<file path="src/verilog/occr_pkg.sv">
// Purpose: constants for the output and clock configuration register bank
// Assumes: byte-wide registers on a simple internal register port
// Notes: offsets are the printed register addresses
package occr_pkg;
    // register addresses
    localparam logic [8:0] occr_addr_output_format = 9'h014;
    localparam logic [8:0] occr_addr_clock_phase = 9'h016;
    localparam logic [8:0] occr_addr_data_clock_delay = 9'h017;
    localparam logic [8:0] occr_addr_reference_range = 9'h018;
    localparam logic [8:0] occr_addr_signature_low = 9'h024;
    localparam logic [8:0] occr_addr_signature_high = 9'h025;
    localparam logic [8:0] occr_addr_dither = 9'h030;
    localparam logic [8:0] occr_addr_sync = 9'h100;
    // reset values
    localparam logic [7:0] occr_rst_output_format = 8'h00;
    localparam logic [7:0] occr_rst_clock_phase = 8'h00;
    localparam logic [7:0] occr_rst_data_clock_delay = 8'h00;
    localparam logic [7:0] occr_rst_reference_range = 8'hc0;
    localparam logic [7:0] occr_rst_dither = 8'h00;
    localparam logic [7:0] occr_rst_sync = 8'h00;
    // writable bit masks, open bits read as zero
    localparam logic [7:0] occr_mask_output_format = 8'hd7;
    localparam logic [7:0] occr_mask_clock_phase = 8'h87;
    localparam logic [7:0] occr_mask_data_clock_delay = 8'h1f;
    localparam logic [7:0] occr_mask_reference_range = 8'hc0;
    localparam logic [7:0] occr_mask_dither = 8'h10;
    localparam logic [7:0] occr_mask_sync = 8'h07;
    // field positions
    localparam int occr_pos_drive_reduced = 7;
    localparam int occr_pos_output_lvds = 6;
    localparam int occr_pos_output_disable = 4;
    localparam int occr_pos_output_invert = 2;
    localparam int occr_pos_format = 0;
    localparam int occr_pos_clock_invert = 7;
    localparam int occr_pos_phase = 0;
    localparam int occr_pos_reference = 6;
    localparam int occr_pos_dither = 4;
    localparam int occr_pos_sync_master = 0;
    localparam int occr_pos_sync_divider = 1;
    localparam int occr_pos_sync_next_only = 2;
    // output data clock delay: 2500 ps times code over 31
    localparam int occr_delay_full_ps = 2500;
    localparam int occr_delay_max_code = 31;
    // output coding
    typedef enum logic [1:0] {
        occr_fmt_offset_binary = 2'b00,
        occr_fmt_twos_complement = 2'b01,
        occr_fmt_gray = 2'b10,
        occr_fmt_offset_binary_alt = 2'b11
    } occr_format_type;
endpackage : occr_pkg

</file>
<file path="src/verilog/occr_regs.sv">
// Purpose: output and clock configuration register bank
// Assumes: byte register port from the serial control logic, sync pulse on ref_clk
// Notes: read data is registered, one cycle after the read strobe
`timescale 1ns/1ps
// Behaviour
// - format field 00 offset binary, 01 twos complement coding
// - output type bit at 0x14: clear CMOS, set LVDS
// - bit 7 of output mode: clear ANSI swing, set reduced swing
// - phase field at 0x16 delays divider zero to seven input cycles
// - data clock delay equals 2500 ps times code over 31
// - delay field five low bits, code one about 81 ps
// - reference select top two bits, reset 11 giving 0xc0
// - sync register 0x100 bit 2 next-sync-only, all cleared at reset
// - no sync action unless master enable bit 0 set
// - master and divider enable set: every sync pulse reaches divider
// - next-sync-only: align on first pulse, then clear divider enable
module occr_regs (
    // clock and reset
    input wire logic ref_clk,
    input wire logic rstn,
    // register port
    input wire logic reg_write,
    input wire logic reg_read,
    input wire logic [8:0] reg_addr,
    input wire logic [7:0] reg_wdata,
    output logic [7:0] reg_rdata,
    // converter side inputs
    input wire logic [15:0] selftest_signature,
    input wire logic sync_in,
    input wire logic [2:0] divide_ratio_m1,
    // configuration outputs
    output logic [1:0] output_format,
    output logic output_lvds,
    output logic drive_reduced,
    output logic output_invert,
    output logic output_disable,
    output logic clock_invert,
    output logic [2:0] phase_adjust,
    output logic [4:0] data_clock_delay_code,
    output logic [11:0] data_clock_delay_ps,
    output logic [1:0] reference_select,
    output logic dither_enable,
    output logic divider_tick
);
    typedef struct packed {
        logic [7:0] output_format_control;
        logic [7:0] clock_phase_control;
        logic [7:0] data_clock_delay;
        logic [7:0] reference_range_select;
        logic [7:0] dither_control;
        logic [7:0] sync_control;
        logic [7:0] rdata;
        logic [11:0] delay_ps;
    } occr_state_type;

    occr_state_type state;
    occr_state_type next_state;
    logic sync_accept;
    logic tick;

    ////////////////////////////////////////////////////////////////
    // register map, one byte per address, open bits read as zero
    //
    // output_format_control at 0x014, reset 0x00
    //   bit 7 drive_reduced: set gives the reduced lvds swing
    //   bit 6 output_lvds: set gives lvds, clear gives cmos
    //   bit 5 open
    //   bit 4 output_disable: set turns the data outputs off
    //   bit 3 open
    //   bit 2 output_invert
    //   bits 1:0 output_format, the sample coding
    //     00 offset binary
    //     01 twos complement
    //     10 gray code
    //     11 offset binary again
    //
    // clock_phase_control at 0x016, reset 0x00
    //   bit 7 clock_invert for the output data clock
    //   bits 6:3 open
    //   bits 2:0 phase_adjust, divider hold in input cycles
    //     000 means no hold after an accepted sync
    //     each step adds one input clock cycle, up to seven
    //
    // data_clock_delay at 0x017, reset 0x00
    //   bits 7:5 open
    //   bits 4:0 delay code of the output data clock
    //   delay is 2500 ps times the code over 31, rounded
    //     code 0 gives 0 ps
    //     code 1 gives 81 ps
    //     code 2 gives 161 ps
    //     code 30 gives 2419 ps
    //     code 31 gives the full 2500 ps
    //
    // reference_range_select at 0x018, reset 0xc0
    //   bits 7:6 reference_select, the input full scale
    //     00 gives 1.25 V p-p
    //     01 gives 1.5 V p-p
    //     10 gives 1.75 V p-p
    //     11 gives 2.0 V p-p, the reset choice
    //   bits 5:0 open
    //
    // selftest_signature_low at 0x024, read only
    //   bits 7:0 low byte of the core signature
    // selftest_signature_high at 0x025, read only
    //   bits 7:0 high byte of the core signature
    //   the halves are not latched as a pair, so a host that
    //   reads both while the core updates may see a torn word
    //
    // dither_control at 0x030, reset 0x00
    //   bit 4 dither_enable
    //   all other bits open
    //
    // sync_control at 0x100, reset 0x00
    //   bits 7:3 open
    //   bit 2 next-sync-only, one alignment then bit 1 clears
    //   bit 1 divider sync enable, gates sync to the divider
    //   bit 0 master sync enable, gates every sync function
    //   keep bit 0 clear when sync is unused, to save power
    //
    ////////////////////////////////////////////////////////////////
    // register port timing
    //   a write is taken on the edge that sees reg_write high
    //   the written field shows on its output right after that same edge
    //   a read is taken on the edge that sees reg_read high
    //   reg_rdata is registered and stands until the next read
    //   a read and a write in one cycle return the old value
    //   writes to read-only or unmapped places are dropped
    //   unmapped reads return zero rather than a stale byte
    //
    // delay code and delay in ps are registered together, so
    // a user never sees the code of one write with the ps of
    // the one before; the price is a divider in the write path
    //
    ////////////////////////////////////////////////////////////////
    // sync timing
    //   a pulse on sync_in counts only with bits 0 and 1 set
    //   an accepted pulse restarts the divider at count zero
    //   the divider then holds for phase_adjust cycles
    //   and ticks after divide_ratio_m1 plus one more cycles
    //   with next-sync-only set, the same edge clears bit 1
    //   that hardware clear wins over a same-cycle write,
    //   so a host cannot re-arm by accident in that cycle
    //   later pulses leave the divider running free
    //
    ////////////////////////////////////////////////////////////////
    // read mux, decoded for the bus and nowhere else
    function automatic logic [7:0] occr_read_value(input occr_state_type s, input logic [8:0] a,
                                                   input logic [15:0] sig);
        logic [7:0] v;
        v = 8'h00;
        unique case (a)
            occr_pkg::occr_addr_output_format: v = s.output_format_control;
            occr_pkg::occr_addr_clock_phase: v = s.clock_phase_control;
            occr_pkg::occr_addr_data_clock_delay: v = s.data_clock_delay;
            occr_pkg::occr_addr_reference_range: v = s.reference_range_select;
            occr_pkg::occr_addr_signature_low: v = sig[7:0];
            occr_pkg::occr_addr_signature_high: v = sig[15:8];
            occr_pkg::occr_addr_dither: v = s.dither_control;
            occr_pkg::occr_addr_sync: v = s.sync_control;
            default: v = 8'h00; // unmapped reads zero
        endcase
        return v;
    endfunction : occr_read_value

    // scaled delay in ps, rounded to nearest; truncation would read 80 for code one
    function automatic logic [11:0] occr_delay_of(input logic [4:0] code);
        int p;
        p = (occr_pkg::occr_delay_full_ps * int'(code) + occr_pkg::occr_delay_max_code / 2)
            / occr_pkg::occr_delay_max_code;
        return p[11:0];
    endfunction : occr_delay_of

    ////////////////////////////////////////////////////////////////
    // master gate
    // sync accepted only with master and divider enables both high
    // continuous sync
    assign sync_accept = state.sync_control[occr_pkg::occr_pos_sync_master]
                       && state.sync_control[occr_pkg::occr_pos_sync_divider];

    occr_divider_sync u_divider (
        .ref_clk(ref_clk),
        .rstn(rstn),
        .phase_adjust(state.clock_phase_control[2:0]),
        .divide_ratio_m1(divide_ratio_m1),
        .sync_pulse(sync_in),
        .sync_accept(sync_accept),
        .divider_tick(tick)
    );

    ////////////////////////////////////////////////////////////////
    // register writes, reads and self clearing
    always_comb begin
        next_state = state;
        if (reg_write) begin
            unique case (reg_addr)
                occr_pkg::occr_addr_output_format:
                    next_state.output_format_control = reg_wdata & occr_pkg::occr_mask_output_format;
                occr_pkg::occr_addr_clock_phase:
                    next_state.clock_phase_control = reg_wdata & occr_pkg::occr_mask_clock_phase;
                occr_pkg::occr_addr_data_clock_delay:
                    next_state.data_clock_delay = reg_wdata & occr_pkg::occr_mask_data_clock_delay;
                occr_pkg::occr_addr_reference_range:
                    next_state.reference_range_select = reg_wdata & occr_pkg::occr_mask_reference_range;
                occr_pkg::occr_addr_dither:
                    next_state.dither_control = reg_wdata & occr_pkg::occr_mask_dither;
                occr_pkg::occr_addr_sync:
                    next_state.sync_control = reg_wdata & occr_pkg::occr_mask_sync;
                default: ; // read-only and unmapped writes are ignored
            endcase
        end
        // one-shot sync
        // hardware clear after the first accepted pulse wins over a same-cycle write
        if (sync_in && sync_accept && state.sync_control[occr_pkg::occr_pos_sync_next_only]) begin
            next_state.sync_control[occr_pkg::occr_pos_sync_divider] = 1'b0;
        end
        if (reg_read) begin
            next_state.rdata = occr_read_value(state, reg_addr, selftest_signature);
        end
        next_state.delay_ps = occr_delay_of(next_state.data_clock_delay[4:0]);
    end

    always_ff @(posedge ref_clk or negedge rstn) begin
        if (!rstn) begin
            state.output_format_control <= occr_pkg::occr_rst_output_format;
            state.clock_phase_control <= occr_pkg::occr_rst_clock_phase;
            state.data_clock_delay <= occr_pkg::occr_rst_data_clock_delay;
            state.reference_range_select <= occr_pkg::occr_rst_reference_range;
            state.dither_control <= occr_pkg::occr_rst_dither;
            state.sync_control <= occr_pkg::occr_rst_sync;
            state.rdata <= 8'h00;
            state.delay_ps <= 12'h000;
        end else begin
            state <= next_state;
        end
    end

    ////////////////////////////////////////////////////////////////
    // outputs, all straight from flip-flops
    // output coding
    assign output_format = state.output_format_control[occr_pkg::occr_pos_format +: 2];
    assign output_lvds = state.output_format_control[occr_pkg::occr_pos_output_lvds];
    assign drive_reduced = state.output_format_control[occr_pkg::occr_pos_drive_reduced];
    assign output_invert = state.output_format_control[occr_pkg::occr_pos_output_invert];
    assign output_disable = state.output_format_control[occr_pkg::occr_pos_output_disable];
    assign clock_invert = state.clock_phase_control[occr_pkg::occr_pos_clock_invert];
    assign phase_adjust = state.clock_phase_control[occr_pkg::occr_pos_phase +: 3];
    assign data_clock_delay_code = state.data_clock_delay[4:0];
    assign data_clock_delay_ps = state.delay_ps;
    assign reference_select = state.reference_range_select[occr_pkg::occr_pos_reference +: 2];
    assign dither_enable = state.dither_control[occr_pkg::occr_pos_dither];
    assign reg_rdata = state.rdata;
    assign divider_tick = tick; // registered inside the divider
endmodule : occr_regs

</file>
<file path="src/verilog/occr_divider_sync.sv">
// Purpose: input clock divider phase and sync alignment
// Assumes: sync pulse synchronous to ref_clk
// Notes: counts divider cycles and restarts on an accepted sync
`timescale 1ns/1ps
module occr_divider_sync (
    // clock and reset
    input wire logic ref_clk,
    input wire logic rstn,
    // control
    input wire logic [2:0] phase_adjust,
    input wire logic [2:0] divide_ratio_m1,
    input wire logic sync_pulse,
    input wire logic sync_accept,
    // status
    output logic divider_tick
);
    typedef struct packed {
        logic [2:0] count;
        logic [2:0] hold;
        logic tick;
    } occr_div_state_type;

    occr_div_state_type state;
    occr_div_state_type next_state;

    ////////////////////////////////////////////////////////////////
    // phase adjust holds the divider that many cycles after a sync
    always_comb begin
        next_state = state;
        next_state.tick = 1'b0;
        if (sync_pulse && sync_accept) begin
            next_state.count = 3'h0;
            next_state.hold = phase_adjust;
        end else if (state.hold != 3'h0) begin
            next_state.hold = state.hold - 3'h1;
        end else if (state.count == divide_ratio_m1) begin
            next_state.count = 3'h0;
            next_state.tick = 1'b1;
        end else begin
            next_state.count = state.count + 3'h1;
        end
    end

    always_ff @(posedge ref_clk or negedge rstn) begin
        if (!rstn) begin
            state <= '0;
        end else begin
            state <= next_state;
        end
    end

    assign divider_tick = state.tick;
endmodule : occr_divider_sync

</file>
<file path="config.mk">
export PLATFORM = sky130hd
export DESIGN_NAME = occr_regs
export DESIGN_NICKNAME = d
export VERILOG_FILES = /design/src/verilog/occr_pkg.sv /design/src/verilog/occr_regs.sv /design/src/verilog/occr_divider_sync.sv
export SDC_FILE = /design/constraint.sdc
export NUM_CORES = 1
export LEC_CHECK = 0
export ABC_CLOCK_PERIOD_IN_PS = 12500
export BUFFER_PORTS_ARGS = -buffer_cell sky130_fd_sc_hd__buf_4
export CAP_MARGIN = 20
export CORE_ASPECT_RATIO = 0.5
export CORE_UTILIZATION = 45
export CTS_CLUSTER_DIAMETER = 60
export DETAILED_ROUTE_END_ITERATION = 10
export PLACE_DENSITY_LB_ADDON = 0.15
export SLEW_MARGIN = 20
export SYNTH_ARGS = -nofsm -noshare
export SYNTH_HDL_FRONTEND = slang
export SYNTH_SLANG_ARGS = --single-unit
</file>
<file path="constraint.sdc">
create_clock -name ref_clk -period 12.5 [get_ports ref_clk]
set_input_delay 0.625 -clock ref_clk [delete_from_list [all_inputs] [get_ports ref_clk]]
set_output_delay 0.625 -clock ref_clk [all_outputs]
set_load 0.01 [all_outputs]
</file>
==> results.yml, run 1 <==
route:
  totalWireLength_um: 23870
  dr.pass1.iters: 5
  drcViolationCount: 0
  wire_per_inst_um: 17.72
  avgViaCountPerCell: 6.022
  antenna_left: 0
  drt_iter0_drc: 543
  via_count: 8112
die:
  start_util_pct: 46.41
  core_um2: 15490
  fp-row-count: 32
  die_h_um: 91.39
  die_width_um: 180.8
  die-area_um2: 16520
  io_pins: 80
sta:
  rsz0062_at_grt: "yes"
  worstMarginPinSlew_ps: 960.1
  hold_violations: 0
  slew_violations: 0
  relSlewSlack_pct: 35.53
  post-route-min-period_ps: 12470
  setup_viol: 0
  fin_crit_sh_pct: 99.75
  fmax_ghz: 0.08020
  fin_worst_skew_ps: 14.87
global_routing:
  grt_antenna_before_repair: 0
  track_usage_pct: 28.14
  grt_pass1_vias: 7568
  grt_pass1_wl_um: 37900
  overflow: 0
  grt_max_degree: 49
final_layout:
  fin_area_um2: 10080
  layout_common_cells: "buf_4, nor2_1, nand2_1"
  fin_nets: 1219
  layout_commonest_cell: "buf_4"
  utilization_pct: 65.04
  diodes: 0
  syn_to_final_growth_pct: 40.16
  drive_above_1_share_pct: 41.56
pwr:
  pwr_density_cell_nw_per_um2: 73.98
  p_total_mw: 0.7456
  vdd_ir_drop_max_mv: 0.06243
  leakagePower_nw: 4.375
worst_setup_path:
  path_class: "in2reg"
  start_kind: "input pin"
  crit_family: "compound AO/OA/AOI/OAI gates"
  cp.arrival_ps: 12640
  critPathBufInv: 13
  crit_top_cell: "buf_4"
  crit_path_end_kind: "register"
  crit_path_max_incr_delay_ps: 630
  critPathMaxFanout: 7
  crit_required_ps: 12680
  crit_path_top_delay_cell: "or4_4"
logic_synthesis:
  synth.avg_cell_area_um2: 7.859
  yosys.area_share.xor_xnor_pct: 6.386
  muxShareOfSynthArea_pct: 5.168
  synthFlopType: "dfrtp_1"
  syn_nets: 992
  syn_inst: 915
  async_reset_ff_share_pct: 100.0
  synthAdderAreaFrac_pct: 6.612
  synth.distinct_cells: 114
  syn_area_um2: 7191
  seq_area_frac_synth_pct: 16.74
  synth_simple_gate_area_share_pct: 27.70
  synth_edf_count: 0
  synth_compound_area_share_pct: 30.05
  synth_top_family_by_area: "compound AO/OA/AOI/OAI gates"
  ys_ff_latch: 48
  yosysWarnings: 0
clock_network:
  h-tree-depth: 2
  worstSkewPairLatency_ps: 310
  cts_hold_buf: 0
  clockBufferDepth: 2
  cts.sinks: 48
  numCtsBuffers: 5
  cts-root-buf: "clkbuf_16"
  cts.reportedPaths.clkPinSlew_ps: 80
  cts_tree: "done"
placement:
  gp_congestion: 0.9772
  place_area_um2: 9231
  dpl.hpwl_um: 18110
  io_buffers: 78
flow_run:
  cap_violations: 0
worst_hold_path:
  hold_class: "in2async"
run_status:
  status: "complete, no violations"
[area by class of cell]
| cell class | count | area (µm²) |
|---|---|---|
| Clock buffer | 5 | 125.1 |
| Clock inverter | 3 | 68.82 |
| Fill cell | 1329 | 5416 |
| Inverter | 39 | 151.4 |
| Multi-Input combinational cell | 766 | 6138 |
| Sequential cell | 48 | 1204 |
| Tap cell | 204 | 255.2 |
| Timing Repair Buffer | 282 | 2136 |
[worst paths after layout]
check	endpoint	slack, ps	cells after the start	startpoint
min	u_divider.state[1]	350	1	rstn
min in group ref_clk	state[21]	480	1	state[22]
max	data_clock_delay_ps[0]	30	59	reg_addr[6]
max in group asynchronous	output_disable	11690	1	rstn
min reg2reg	state[21]	480	1	state[22]
max reg2reg	data_clock_delay_ps[0]	670	57	data_clock_delay_code[3]
[cells by family after synthesis]
group,after synthesis
AOI/OAI and AO/OA,282
buffers and inverters,102
muxes,34
and+or+nand+nor,362
adders and majority gates,37
xor gates and xnor gates,50
DFF,48
[metal layers]
metal	vias up	track usage, %	share of wire, %
met1	3835	39.94	47
met3	30	3.610	7.1
li1	3936	-	-
met2	311	45.62	44
met5	-	0	0
met4	0	5.413	1.3
[where the power goes]
| group | switching [mW] | total, mW | internal, mW |
|---|---|---|---|
| clock | 0.0782 | 0.194 | 0.116 |
| combinational | 0.195 | 0.368 | 0.173 |
| sequential | 0.0103 | 0.183 | 0.173 |
[registers in the layout, summed over array words and instances, names as in the netlist]
register and cells:
u_divider.divider_tick 1, state 3, drive_reduced 1, data_clock_delay_code 5, output_invert 1, output_lvds 1, reg_rdata 8, output_format 2
data_clock_delay_ps 12, u_divider.state 6, dither_enable 1, clock_invert 1, phase_adjust 3, output_disable 1, reference_select 2
[cells in the mapped netlist (all sizes together), types with 22 or more instances]
cell type | count | share of area (%)
o21ai | 42 | 3.1
nor3 | 35 | 2.9
xnor2 | 38 | 4.7
inv | 39 | 2.0
buf | 41 | 4.2
clkbuf | 22 | 1.1
nand3 | 38 | 2.7
ha | 34 | 5.9
nor2 | 81 | 4.4
o211ai | 29 | 3.1
a21oi | 50 | 3.7
nand2 | 73 | 3.8
mux2 | 22 | 3.5
dfrtp | 46 | 16
[per-stage QoR]
step	instances	TNS [ps]	worst slack, ps	hold slack [ps]
floorplan	915	-73.55	-73.55	329.4
global placement	1307	-108.9	-108.9	462.4
detailed placement	1307	-296.5	-296.5	470.6
CTS	1315	0	14.71	378.0
global route	1347	-564.5	-524.1	404.4
finish	1347	0	31.01	347.7
[repair_timing]
item | 4_1_cts | 5_1_grt
cloned | 0 | 1
hold endpoints to repair | 0 | 0
pin swaps | 0 | 58
gates resized for setup | 1 | 87
buffers inserted | 0 | 31
setup endpoints to repair | 1 | 1
No activity file was read; power rests on OpenSTA's default activity.
==> run 2, diff against run 1 <==
Settings changed: ABC_CLOCK_PERIOD_IN_PS 12500 to 13400.
Clock period 12.5 ns to 13.4 ns, I/O delays scaled along.
==> results.yml, run 2 (synthesis results as in run 1) <==
sta:
  fmax_ghz: 0.07767
  slew_violations: 0
  setup_ws_ps: 525.7
  post-route-min-period_ps: 12870
  fin_crit_sh_pct: 96.08
  hold_violations: 0
  worstMarginPinSlew_ps: 914.9
  relSlewSlack_pct: 38.54
  setup_viol: 0
  fin_worst_skew_ps: 7.383
global_routing:
  grt_max_degree: 49
  overflow: 0
  grt_pass1_wl_um: 36230
  grt_pass1_vias: 7195
  grt_util_met3_pct: 3.329
  met2_usage_pct: 41.89
  grt_antenna_before_repair: 0
  globalRouteMet1Util_pct: 39.00
  busiest_layer: "met2"
  track_usage_pct: 26.63
pwr:
  vdd_ir_drop_max_mv: 0.07353
  p_total_mw: 0.6767
  pwr_density_cell_nw_per_um2: 72.56
  clockPowerShare_pct: 26.3
  p_int_mw: 0.4180
  sequentialPowerShare_pct: 25.2
  switching_share_pct: 38.23
  p_sw_mw: 0.2587
  combPwrFrac_pct: 48.5
  leakagePower_nw: 3.954
die:
  start_util_pct: 46.41
  core_um2: 15490
  die_h_um: 91.39
  io_pins: 80
  fp-row-count: 32
  die-area_um2: 16520
  die_width_um: 180.8
route:
  drcViolationCount: 0
  totalWireLength_um: 22640
  via_count: 7706
  antenna_left: 0
  avgViaCountPerCell: 6.116
  drt_iter0_drc: 427
  dr.pass1.iters: 6
  wire_per_inst_um: 17.97
placement:
  gp_congestion: 0.9085
  dpl.hpwl_um: 17040
  io_buffers: 78
  post-place-ws_ps: -157.2
worst_setup_path:
  endpoint: "data_clock_delay_ps[0]"
  crit_required_ps: 13570
  start_kind: "input pin"
  path_class: "in2reg"
  regToRegEndpoint: "data_clock_delay_ps[0]"
  crit_path_end_kind: "register"
  regToRegSetupSlack_ps: 1220
  critPathMaxFanout: 6
  crit_path_top_delay_cell: "or4_4"
  setup.worst_path.start: "reg_addr[3]"
  cp.arrival_ps: 13050
  reg2reg_depth: 54
  r2r_start: "data_clock_delay_code[3]"
  crit_path_max_incr_delay_ps: 610
clock_network:
  h-tree-depth: 2
  cts_hold_buf: 0
  numCtsBuffers: 5
  cts.sinks: 48
  cts-root-buf: "clkbuf_16"
  clockBufferDepth: 2
  cts_tree: "done"
  cts.reportedPaths.clkPinSlew_ps: 80
  worstSkewPairLatency_ps: 300
run_status:
  status: "complete, no violations"
final_layout:
  fin_nets: 1132
  layout_common_cells: "buf_4, nor2_1, nand2_1"
  layout_commonest_cell: "buf_4"
  drive_above_1_share_pct: 34.85
  syn_to_final_growth_pct: 29.70
  diodes: 0
  largest_reg_flops: 12
  n_fill_cell: 1406
flow_run:
  cap_violations: 0
worst_hold_path:
  hold_class: "in2async"
[run 2: per-stage QoR]
stage / instances / instance area [µm²] / hold WS [ps] / TNS (ps) / utilization, %
after floorplan: 915 / 7198 / 374.4 / 0 / -
after global placement: 1225 / 8341 / 471.0 / 0 / 53.83
after detailed placement: 1225 / 8341 / 480.7 / -157.2 / 53.83
after CTS: 1233 / 8534 / 426.3 / 0 / 55.08
after global routing: 1260 / 9326 / 451.2 / -161.8 / 60.19
final: 1260 / 9326 / 402.9 / 0 / 60.19
[run 2: how the worst min path moves through the flow]
stage | start | to | cells past startpoint
2_1_floorplan | rstn | clock_invert | 0
3_3_place_gp | state[22] | state[21] | 1
3_5_place_dp | state[22] | state[21] | 1
6_report | rstn | u_divider.state[3] | 1
4_1_cts | rstn | u_divider.state[2] | 1
5_1_grt | rstn | u_divider.state[3] | 1
[run 2: cell type report]
| class | count | area [µm²] | area share [%] |
|---|---|---|---|
| Clock inverter | 3 | 68.82 | 0.7379 |
| Inverter | 39 | 146.4 | 1.570 |
| Timing Repair Buffer | 196 | 1483 | 15.90 |
| Sequential cell | 48 | 1204 | 12.91 |
| Multi-Input combinational cell | 765 | 6045 | 64.81 |
| Tap cell | 204 | 255.2 | 2.737 |
| Clock buffer | 5 | 125.1 | 1.342 |
[run 2: worst max-delay path: cells and delay by family]
family | cells | cell delay, ps
and+or+nand+nor | 17 | 4740
xor gates and xnor gates | 1 | 160
AOI/OAI and AO/OA | 21 | 4170
muxes | 2 | 680
buffers and inverters | 8 | 760
adders and majority gates | 7 | 1830
[run 2: layer usage]
metal | wire [µm] | up-vias
met1 | 11170 | 3688
met4 | 182 | 0
met5 | 0 | -
met2 | 10030 | 253
met3 | 1253 | 17
li1 | - | 3748
[run 2: power by group through the flow]
stage	sequential (mW)	clock, mW	combinational (mW)
after floorplan	0.171	0	0.202
after global placement	0.173	0	0.280
after detailed placement	0.174	0	0.286
after CTS	0.171	0.179	0.289
after global routing	0.173	0.184	0.362
final	0.171	0.178	0.328
[run 2: repair_timing]
item                       CTS  global route
buffers inserted             0            27
resized for setup            0           117
setup endpoints to repair    0             1
==> run 3, diff against run 2 <==
Settings changed: CORE_UTILIZATION 45 to 50.
==> results.yml, run 3 (synthesis results as in run 1) <==
worst_setup_path:
  regToRegEndpoint: "data_clock_delay_ps[0]"
  cp.arrival_ps: 13090
  regToRegSetupSlack_ps: 1180
  start_kind: "input pin"
  critPathMaxFanout: 10
  crit_path_end_kind: "register"
  crit_required_ps: 13560
  setup.worst_path.start: "reg_addr[3]"
  crit_path_max_incr_delay_ps: 580
  critPathBufInv: 9
  path_class: "in2reg"
  crit_family: "compound AO/OA/AOI/OAI gates"
  r2r_start: "data_clock_delay_code[3]"
  crit_path_top_delay_cell: "or4_4"
  reg2reg_depth: 56
clock_network:
  cts.sinks: 48
  worstSkewPairLatency_ps: 310
  cts-root-buf: "clkbuf_16"
  cts_hold_buf: 0
  numCtsBuffers: 5
  cts_tree: "done"
  clockBufferDepth: 2
  cts.reportedPaths.clkPinSlew_ps: 90
  h-tree-depth: 2
die:
  core_um2: 13780
  fp-row-count: 30
  die_h_um: 86.80
  start_util_pct: 52.20
  die_width_um: 171.6
  io_pins: 80
  die-area_um2: 14890
sta:
  worstMarginPinSlew_ps: 1124
  fin_crit_sh_pct: 96.51
  setup_ws_ps: 467.6
  post-route-min-period_ps: 12930
  setup_viol: 0
  slew_violations: 0
  relSlewSlack_pct: 24.53
  fmax_ghz: 0.07733
  hold_violations: 0
  fin_worst_skew_ps: 25.30
route:
  drcViolationCount: 0
  avgViaCountPerCell: 6.233
  wire_per_inst_um: 17.84
  dr.pass1.iters: 5
  antenna_left: 0
  via_count: 7735
  drt_iter0_drc: 732
  totalWireLength_um: 22140
global_routing:
  overflow: 0
  grt_max_degree: 49
  track_usage_pct: 28.98
  grt_pass1_wl_um: 34690
  grt_antenna_before_repair: 0
  grt_pass1_vias: 6905
pwr:
  leakagePower_nw: 3.857
  vdd_ir_drop_max_mv: 0.05084
  combPwrFrac_pct: 49.9
  switching_share_pct: 40.54
  clockPowerShare_pct: 22.6
  pwr_density_cell_nw_per_um2: 68.80
  p_int_mw: 0.3697
  p_sw_mw: 0.2521
  sequentialPowerShare_pct: 27.4
final_layout:
  largest_reg_flops: 12
  layout_commonest_cell: "buf_4"
  fin_area_um2: 9037
  n_fill_cell: 1182
  drive_above_1_share_pct: 33.08
  fin_nets: 1125
  diodes: 0
  layout_common_cells: "buf_4, nor2_1, nand2_1"
  utilization_pct: 65.60
  syn_to_final_growth_pct: 25.68
flow_run:
  cap_violations: 0
placement:
  dpl.hpwl_um: 16730
  gp_congestion: 0.9226
  place_area_um2: 8356
  io_buffers: 78
  post-place-ws_ps: -127.4
worst_hold_path:
  hold_class: "in2async"
run_status:
  status: "complete, no violations"
[run 3: changes by cell type in the layout (fill, tap and decap cells not counted), moves of 3 or more]
cell	delta
xnor2_2	-3
a21oi_1	+3
xnor2_1	+3
buf_4	-4
buf_6	-3
[run 3: worst max-delay path by stage]
stage,to,slack [ps],depth (start not counted)
after floorplan,data_clock_delay_ps[0],40,59
after global placement,data_clock_delay_ps[0],-0.8,57
after detailed placement,data_clock_delay_ps[0],-130,56
after CTS,data_clock_delay_ps[0],90,56
after global routing,data_clock_delay_ps[0],-180,60
final,data_clock_delay_ps[0],470,58
[run 3: worst reg2reg max path, delay by kind of cell, from the launching register on]
kind,cells,cell delay [ps]
adder cells (fa/ha/maj),7,1850
buffers and inverters,8,820
multiplexers,2,700
AO/OA/AOI/OAI,23,4290
XOR/XNOR,2,320
flip-flops,1,460
AND/OR/NAND/NOR,14,3640
[run 3: stage by stage]
| step | TNS, ps | total power [mW] | instances | hold WS (ps) |
|---|---|---|---|---|
| CTS | 0 | 0.6001 | 1225 | 417.0 |
| finish | 0 | 0.6218 | 1241 | 381.4 |
| detailed placement | -127.4 | 0.4585 | 1217 | 466.9 |
| floorplan | 0 | 0.3732 | 915 | 374.4 |
| global route | -181.7 | 0.6604 | 1241 | 445.4 |
| global placement | -0.7647 | 0.4512 | 1217 | 458.9 |
[run 3: power by group through the flow]
stage / clock network, mW / logic (mW) / registers [mW]
3_3_place_gp: 0 / 0.278 / 0.173
5_1_grt: 0.148 / 0.339 / 0.173
2_1_floorplan: 0 / 0.202 / 0.171
3_5_place_dp: 0 / 0.285 / 0.174
4_1_cts: 0.143 / 0.287 / 0.171
6_report: 0.141 / 0.311 / 0.171
[run 3: layout make-up]
type / instances / area, µm² / share of cell area (%)
Clock buffer: 5 / 125.1 / 1.384
Clock inverter: 3 / 21.27 / 0.2354
Inverter: 39 / 146.4 / 1.620
Multi-Input combinational cell: 765 / 5882 / 65.08
Sequential cell: 48 / 1204 / 13.32
Tap cell: 192 / 240.2 / 2.658
Timing Repair Buffer: 189 / 1419 / 15.70
[run 3: per-layer routing]
layer	global-route usage [%]	part of all wire, %
met5	0	0
met4	5.682	1.1
met3	2.785	6.4
met2	46.45	44
met1	42.19	48
[run 3: what timing repair did]
item,CTS,global route
resized for setup,0,83
setup endpoints to repair,0,1
buffers inserted,0,16
